File: src/shared/adcc_pkg.sv
package adcc_pkg;

	// Timing base: 20 MHz reference clock
	localparam int unsigned T_OSC_NS  = 50;
	// Nominal per-bit period of the internal RC source
	localparam int unsigned RC_TAD_NS = 4000;

	// Half per-bit periods, in reference cycles, per clock source
	localparam logic [6:0] HALF_2TOSC  = 7'h01;
	localparam logic [6:0] HALF_8TOSC  = 7'h04;
	localparam logic [6:0] HALF_32TOSC = 7'h10;
	localparam logic [6:0] HALF_RC     = 7'((RC_TAD_NS + 2 * T_OSC_NS - 1) / (2 * T_OSC_NS));

	// Conversion clock select codes
	localparam logic [1:0] CS_2TOSC  = 2'h0;
	localparam logic [1:0] CS_8TOSC  = 2'h1;
	localparam logic [1:0] CS_32TOSC = 2'h2;
	localparam logic [1:0] CS_RC     = 2'h3;

	// Register indices; byte address is four times the index
	localparam logic [7:0] REG_RESULT   = 8'h1E;
	localparam logic [7:0] REG_CTRL0    = 8'h1F;
	localparam logic [7:0] REG_PCFG     = 8'h9F;
	localparam logic [7:0] REG_IRQ_STAT = 8'hA0;
	localparam logic [7:0] REG_IRQ_MASK = 8'hA1;

	// Field positions inside converter_control_0
	localparam int unsigned CTRL0_ON  = 0;
	localparam int unsigned CTRL0_GO  = 2;
	localparam int unsigned CTRL0_CHS = 3;
	localparam int unsigned CTRL0_CS  = 6;
	localparam int unsigned IRQ_DONE  = 0;

	// Half-period sequence of one conversion: 19 halves make 9.5 periods
	localparam logic [4:0] HALF_DECIDE_FIRST = 5'h03;
	localparam logic [4:0] HALF_DECIDE_LAST  = 5'h11;
	localparam logic [4:0] HALF_LAST         = 5'h12;
	localparam logic [7:0] SAR_MSB           = 8'h80;

	// Port configuration codes that turn every pin digital
	localparam logic [1:0] PCFG_ALL_DIG = 2'h3;

	typedef struct packed {
		logic [3:0] analog;
		logic       ext_ref;
	} adcc_pin_s;

	typedef struct packed {
		logic [1:0]  clk_sel;
		logic [2:0]  chan;
		logic        go;
		logic        on;
		logic [2:0]  pcfg;
		logic [7:0]  result;
		logic        done_st;
		logic        done_msk;
		logic        irq;
		logic        busy;
		logic [4:0]  half_cnt;
		logic [7:0]  sar;
		logic [7:0]  mask;
		logic [7:0]  dac;
		logic        cmp_s1;
		logic        cmp_s2;
		logic        wait_r;
		logic [31:0] rdata;
		logic        sample_conn;
		adcc_pin_s   pin;
		logic [1:0]  chan_out;
	} adcc_state_s;

	typedef struct packed {
		logic [6:0] cnt;
		logic       tick;
	} adcc_tick_s;

endpackage

File: src/design/adcc_conv_ctrl.sv
// Functional notes
// - Channel field picks input zero to three.
// - Per-bit period from 2, 8, 32 Tosc or RC.
// - Setting go starts conversion of selected channel.
// - Done loads result, clears go, sets flag.
// - Converter powered only while enable bit set.
// - Port field decodes analog pins and reference.
// - Unimplemented control bits read as zero.
// - Result register untouched by reset.
// - Conversion lasts nine and a half periods.
// - Sampling capacitor disconnected when conversion starts.
//
// Local design decision: the Avalon-MM register port.
`timescale 1ns/100ps
`default_nettype none
module adcc_conv_ctrl
	import adcc_pkg::*;
(
	input  wire logic        i_ref_clk,
	input  wire logic        i_rstn,
	// Avalon-MM slave, word addressed
	input  wire logic [7:0]  i_avs_address,
	input  wire logic        i_avs_read,
	input  wire logic        i_avs_write,
	input  wire logic [31:0] i_avs_writedata,
	input  wire logic [3:0]  i_avs_byteenable,
	output logic [31:0]      o_avs_readdata,
	output logic             o_avs_waitrequest,
	// Analog front end
	input  wire logic        i_cmp,
	output logic [7:0]       o_dac_code,
	output logic             o_sample_connect,
	output logic             o_power_on,
	output logic [1:0]       o_channel,
	output adcc_pin_s        o_pin_cfg,
	output logic             o_irq
);

	adcc_state_s st_r;
	adcc_state_s st_nxt;
	logic        half_tick;
	logic        acc_req;
	logic        acc_do;
	logic        wr_lane0;
	logic [7:0]  wd;
	logic        done_evt;
	logic        go_wr;

	// Port field decode: all-analog, pin 2 digital, pin 3 as external reference, or all digital
	function automatic adcc_pin_s pin_map(input logic [2:0] cfg);
		adcc_pin_s p;
		p.ext_ref = 1'b0;
		p.analog  = 4'hF;
		if (cfg[2:1] == PCFG_ALL_DIG) begin
			p.analog = 4'h0;
		end else begin
			p.ext_ref = cfg[0];
			if (cfg[2]) begin
				p.analog[2] = 1'b0;
			end
			if (cfg[0]) begin
				p.analog[3] = 1'b0;
			end
		end
		return p;
	endfunction

	// Byte image of converter_control_0; bit 1 always zero
	function automatic logic [7:0] ctrl0_img(input adcc_state_s s);
		logic [7:0] v;
		v = 8'h00;
		v[CTRL0_CS +: 2]  = s.clk_sel;
		v[CTRL0_CHS +: 3] = s.chan;
		v[CTRL0_GO]       = s.go;
		v[CTRL0_ON]       = s.on;
		return v;
	endfunction

	// Trial code of the successive approximation
	function automatic logic [7:0] trial(input logic [7:0] sar, input logic [7:0] mask);
		return sar | mask;
	endfunction

	// Per-bit clock source, run only during a conversion
	adcc_tad_gen u_tad (
		.i_ref_clk   (i_ref_clk),
		.i_rstn      (i_rstn),
		.i_run       (st_r.busy),
		.i_sel       (st_r.clk_sel),
		.o_half_tick (half_tick)
	);

	// Bus handshake: one wait cycle, then the transfer completes
	assign acc_req  = i_avs_read | i_avs_write;
	assign acc_do   = acc_req & ~st_r.wait_r;
	assign wr_lane0 = acc_do & i_avs_write & i_avs_byteenable[0];
	assign wd       = i_avs_writedata[7:0];
	assign go_wr    = wr_lane0 && (i_avs_address == REG_CTRL0);
	// An abort written in the final half period wins: no flag for a dropped result
	assign done_evt = st_r.busy && half_tick && (st_r.half_cnt == HALF_LAST)
		&& !(go_wr && (!wd[CTRL0_GO] || !wd[CTRL0_ON]));

	always_comb begin
		st_nxt = st_r;

		// Pin inputs pass two flops; only the second is read
		st_nxt.cmp_s1 = i_cmp;
		st_nxt.cmp_s2 = st_r.cmp_s1;

		// Wait drops one cycle after a request, then rises again
		st_nxt.wait_r = 1'b1;
		if (acc_req && st_r.wait_r) begin
			st_nxt.wait_r = 1'b0;
			st_nxt.rdata  = 32'h0000_0000;
			case (i_avs_address)
				REG_RESULT:   st_nxt.rdata[7:0] = st_r.result;
				REG_CTRL0:    st_nxt.rdata[7:0] = ctrl0_img(st_r);
				REG_PCFG:     st_nxt.rdata[2:0] = st_r.pcfg;
				REG_IRQ_STAT: st_nxt.rdata[IRQ_DONE] = st_r.done_st;
				REG_IRQ_MASK: st_nxt.rdata[IRQ_DONE] = st_r.done_msk;
				default:      st_nxt.rdata = 32'h0000_0000;
			endcase
		end

		// Register writes land at the edge after the wait has dropped, as waitrequest rises again
		if (wr_lane0) begin
			case (i_avs_address)
				REG_CTRL0: begin
					st_nxt.clk_sel = wd[CTRL0_CS +: 2];
					st_nxt.chan    = wd[CTRL0_CHS +: 3];
					st_nxt.on      = wd[CTRL0_ON];
					// Go only sticks if the converter was already on
					st_nxt.go      = wd[CTRL0_GO] & st_r.on;
				end
				REG_PCFG: begin
					st_nxt.pcfg = wd[2:0];
				end
				REG_IRQ_STAT: begin
					if (wd[IRQ_DONE]) begin
						st_nxt.done_st = 1'b0;
					end
				end
				REG_IRQ_MASK: begin
					st_nxt.done_msk = wd[IRQ_DONE];
				end
				default: begin
				end
			endcase
		end

		// Start on go rising while idle and powered
		if (!st_r.busy && st_nxt.go && st_nxt.on) begin
			st_nxt.busy        = 1'b1;
			st_nxt.sample_conn = 1'b0;
			st_nxt.half_cnt    = 5'h00;
			st_nxt.sar         = 8'h00;
			st_nxt.mask        = SAR_MSB;
			st_nxt.dac         = trial(8'h00, SAR_MSB);
		end else if (st_r.busy && (!st_nxt.go || !st_nxt.on)) begin
			// Clearing go or power aborts; result stays as it was
			st_nxt.busy        = 1'b0;
			st_nxt.go          = 1'b0;
			st_nxt.sample_conn = 1'b1;
		end else if (st_r.busy && half_tick) begin
			st_nxt.half_cnt = st_r.half_cnt + 5'h01;
			// One bit decided every full period, MSB first
			if (st_r.half_cnt[0] && st_r.half_cnt >= HALF_DECIDE_FIRST
				&& st_r.half_cnt <= HALF_DECIDE_LAST) begin
				if (st_r.cmp_s2) begin
					st_nxt.sar = trial(st_r.sar, st_r.mask);
				end
				st_nxt.mask = st_r.mask >> 1;
				st_nxt.dac  = trial(st_nxt.sar, st_nxt.mask);
			end
			if (st_r.half_cnt == HALF_LAST) begin
				st_nxt.result      = st_r.sar;
				st_nxt.go          = 1'b0;
				st_nxt.busy        = 1'b0;
				st_nxt.sample_conn = 1'b1;
			end
		end

		// Completion set wins over a same-cycle clear
		if (done_evt) begin
			st_nxt.done_st = 1'b1;
		end

		// Outputs are copies held in flops
		st_nxt.pin      = pin_map(st_nxt.pcfg);
		st_nxt.chan_out = st_nxt.chan[1:0];
		st_nxt.irq      = st_nxt.done_st & st_nxt.done_msk;
		if (!st_nxt.on) begin
			st_nxt.dac = 8'h00;
		end
	end

	// Reset clears control state but keeps the last result
	always_ff @(posedge i_ref_clk) begin
		if (!i_rstn) begin
			st_r             <= '0;
			st_r.wait_r      <= 1'b1;
			st_r.sample_conn <= 1'b1;
			st_r.pin         <= pin_map(3'h0);
			st_r.result      <= st_r.result;
		end else begin
			st_r <= st_nxt;
		end
	end

	// Power follows the enable bit directly
	assign o_power_on        = st_r.on;
	assign o_avs_readdata    = st_r.rdata;
	assign o_avs_waitrequest = st_r.wait_r;
	assign o_dac_code        = st_r.dac;
	assign o_sample_connect  = st_r.sample_conn;
	assign o_channel         = st_r.chan_out;
	assign o_pin_cfg         = st_r.pin;
	assign o_irq             = st_r.irq;

endmodule
`default_nettype wire

File: src/design/adcc_tad_gen.sv
`timescale 1ns/100ps
`default_nettype none
module adcc_tad_gen
	import adcc_pkg::*;
(
	input  wire logic       i_ref_clk,
	input  wire logic       i_rstn,
	input  wire logic       i_run,
	input  wire logic [1:0] i_sel,
	output logic            o_half_tick
);

	adcc_tick_s st_r;
	adcc_tick_s st_nxt;
	logic [6:0] limit;

	// Half period per source; RC modelled from the reference clock
	always_comb begin
		case (i_sel)
			CS_2TOSC:  limit = HALF_2TOSC;
			CS_8TOSC:  limit = HALF_8TOSC;
			CS_32TOSC: limit = HALF_32TOSC;
			CS_RC:     limit = HALF_RC;
			default:   limit = HALF_RC;
		endcase
	end

	// Counter restarts with every conversion so phase is fixed
	always_comb begin
		st_nxt = st_r;
		st_nxt.tick = 1'b0;
		if (!i_run) begin
			st_nxt.cnt = 7'h00;
		end else if (st_r.cnt == limit - 7'h01) begin
			st_nxt.cnt  = 7'h00;
			st_nxt.tick = 1'b1;
		end else begin
			st_nxt.cnt = st_r.cnt + 7'h01;
		end
	end

	always_ff @(posedge i_ref_clk) begin
		if (!i_rstn) begin
			st_r <= '0;
		end else begin
			st_r <= st_nxt;
		end
	end

	assign o_half_tick = st_r.tick;

endmodule
`default_nettype wire

File: config.mk
export PLATFORM = sky130hd
export DESIGN_NAME = adcc_conv_ctrl
export DESIGN_NICKNAME = d
export VERILOG_FILES = /design/src/shared/adcc_pkg.sv /design/src/design/adcc_conv_ctrl.sv /design/src/design/adcc_tad_gen.sv
export SDC_FILE = /design/constraint.sdc
export NUM_CORES = 1
export LEC_CHECK = 0
export BUFFER_PORTS_ARGS = -buffer_cell sky130_fd_sc_hd__buf_2
export CORE_MARGIN = 4
export CORE_UTILIZATION = 35
export DETAILED_ROUTE_END_ITERATION = 10
export SLEW_MARGIN = 20
export SYNTH_ARGS = -nofsm -noshare
export SYNTH_HDL_FRONTEND = slang
export SYNTH_SLANG_ARGS = --single-unit
File: constraint.sdc
create_clock -name i_ref_clk -period 6.1 [get_ports i_ref_clk]
set_input_delay 0.61 -clock i_ref_clk [delete_from_list [all_inputs] [get_ports i_ref_clk]]
set_output_delay 0.61 -clock i_ref_clk [all_outputs]
set_load 0.02 [all_outputs]
==> results_dict.tcl <==
set metrics [dict create \
    postRouteAntennaNets 0 \
    netlist_area_mm2 0.00349 \
    postPlaceCellArea_mm2 0.00357 \
    wl_mm 7.12 \
    relSlewSlack_pct 43.6 \
    cp-start-kind "primary input" \
    synth_top_area_cell "dfxtp_1" \
    r2r_setup_slack_ps 3710 \
    cp_top_family "simple AND/OR/NAND/NOR gates" \
    skew_ps 7.54 \
    p_int_w 0.000693 \
    synth.area.top_cells "dfxtp_1 38%, buf_4 10%, mux2i_1 7.2%" \
    io_pins 100 \
    max_stage_delay_ps 580 \
    cp.arrival_ps 2750 \
    grt_pass1_wl_mm 11.4 \
    hold_path_class "flop to flop" \
    required_ps 6310 \
    dr_wl_met2_mm 3.09 \
    cts_resized 0 \
    rows 36 \
    clockBufferDepth 2 \
    maxCapViolCount 0 \
    antennaDiodeCount 0 \
    setup_viol 0 \
    maxUsedRoutingLayer "met4" \
    crit_path_start "i_avs_address[0]" \
    dr.pass1.iters 4 \
    antenna_found_initial 0 \
    final-max-slew-violation-count 0 \
    wl_met1_mm 3.47 \
    ys.flop_type "dfxtp_1" \
    die_w_um 108 \
    wire_per_inst_um 13.6 \
    p_sw_share_pct 23.1 \
    hold_viol_final 0 \
    drtIter0Drc 119 \
    clk_latency_ps 340 \
    synth_warnings 0 \
    crit_path_top_delay_cell "or4_4" \
    synth-edff-count 8 \
    p_total_w 0.000901 \
    vias 2572 \
    ys_types 54 \
    fill_cells 992 \
    stdcell_area_mm2 0.00376 \
    grt_max_degree 26 \
    critPathCaptureType "flop" \
    finalNetCount 440 \
    critPathMaxFanout 14 \
    dieArea_mm2 0.0116 \
    rsz0062_at_grt "no" \
    pwr-share-clk_pct 40.1 \
    synth.avg_cell_area_um2 9.46 \
    overflow 0 \
    synth.top_cell.area_share_pct 38.4 \
    min_to "st_r[41]" \
    post_cts_buffers 0 \
    hold_path.startpoint "st_nxt[41]" \
    initial_core_util_pct 35.9 \
    hold_slack_ps 438 \
    drive_above_1_share_pct 19.9 \
    ys_ff_latch 75 \
    port_buffers 48 \
    vias_per_cell 4.90 \
    cp_cell_sequence "buf_2 -> nand4b_1 -> or4_4 -> o32a_1 -> nand2_1 -> nor2_1" \
    yosysMostFrequentCell "dfxtp_1" \
    hold_buffers 0 \
    r2r_start "st_r[68]" \
    h-tree-depth 3 \
    reg2reg_to "st_r[81]" \
    cts_buffers 9 \
    gp_congestion 0.781 \
    seqPwrFrac_pct 55.4 \
    grt_pass1_vias 2340 \
    synthTopCellsByCount "67 x dfxtp_1, 48 x buf_4, 40 x nor2_1" \
    worst_pin_slew_ps 839 \
    area_growth_pct 7.63 \
    combPwrFrac_pct 4.5 \
    clock-sinks 75 \
    leakage_nw 1.49 \
    ir_drop_mv 0.104 \
    clk_pin_slew_ps 70 \
    dp_hpwl_mm 5.08 \
    drc 0 \
    max_freq_ghz 0.394 \
    fin_crit_sh_pct 41.6 \
    track_usage_pct 12.4 \
    worstHoldPathCells 1 \
    cp_num_buf_inv 1 \
    yosysSeqAreaShare_pct 45.3 \
    syn-instance-count 369 \
    setup_total_negative_slack_ps 0 \
    switchingPower_w 0.000208 \
    async_reset_ff_share_pct 0 \
    cts_root_buf "clkbuf_8" \
    cts_tree "yes" \
    powerDensity_mw_per_mm2 240 \
    status "finished clean" \
    core-area_mm2 0.00973 \
    die_h_um 108 \
    reg2reg_depth 4 \
    wl_met3_um 466 \
    fin_crit_ps 2540 \
    criticalPathCategory "primary input to flop" \
]
## cell families after synthesis
| group | share of synthesized area (%) |
|---|---|
| XOR/XNOR | 1.51 |
| AND/OR/NAND/NOR | 16.2 |
| multiplexers | 7.81 |
| flip-flops | 45.3 |
| AO/OA/AOI/OAI | 13.9 |
| buffers and inverters | 13.7 |
| other | 0.107 |
| adder cells (fa/ha/maj) | 1.43 |
## layout make-up
| type | instances | area [um^2] | share of cell area, % |
|---|---|---|---|
| flip-flops and latches | 75 | 1580 | 42.1 |
| clock buffers | 10 | 128 | 3.40 |
| repair buffers | 51 | 263 | 6.99 |
| inverters | 11 | 41.3 | 1.10 |
| clock inverters | 6 | 56.3 | 1.50 |
| well taps | 133 | 166 | 4.43 |
| multi-input cells | 239 | 1520 | 40.5 |
## worst max path at each step
stage               cells past startpoint       end  slack (ps)
floorplan                               5  st_r[76]        3390
global placement                        7  st_r[81]        2920
detailed placement                      7  st_r[81]        2890
CTS                                     7  st_r[81]        3250
global route                            7  st_r[68]        3390
finish                                  6  st_r[59]        3560
## per-layer routing
layer	GRT usage [%]	vias up
met5	0	-
met4	2.89	0
met3	4.74	9
met2	18.1	92
met1	17.3	1193
li1	-	1278
## flip-flops by register name, summed over array words and instances (netlist names), 4 cells and up
register / count
st_r: 42
o_avs_readdata: 8
o_dac_code: 8
u_tad.st_r: 7
o_pin_cfg: 4
## power groups by stage
stage,registers [W],logic (W),clock network (W)
6_report,0.000499,0.0000404,0.000361
5_1_grt,0.000499,0.0000442,0.000393
4_1_cts,0.000499,0.0000403,0.000371
3_5_place_dp,0.000511,0.0000402,0
3_3_place_gp,0.000511,0.0000399,0
2_1_floorplan,0.000510,0.0000393,0
## placed cells by master, fill, tap and decap left out, types with 5 or more instances in the layout
cell / Yosys / layout
clkbuf_8: 0 / 9
dfxtp_1: 67 / 67
nor2_1: 40 / 40
nor3_1: 7 / 7
xnor2_1: 5 / 5
mux2i_1: 25 / 25
nand3_1: 15 / 15
nand2_1: 12 / 12
edfxtp_1: 8 / 8
inv_1: 11 / 11
a2bb2oi_1: 5 / 5
conb_1: 1 / 24
a21oi_1: 13 / 13
a211oi_1: 15 / 15
buf_2: 5 / 48
a41oi_1: 8 / 8
and2_1: 5 / 5
o21ai_0: 8 / 8
## through the flow
stage          instances  setup WS, ps  util [%]
6_report             525          3560      38.6
5_1_grt              525          3390      38.6
4_1_cts              525          3250      38.6
3_5_place_dp         509          2890      36.7
3_3_place_gp         509          2920      36.7
2_1_floorplan        392          3390         -
Power figures use the tool's default switching activity.
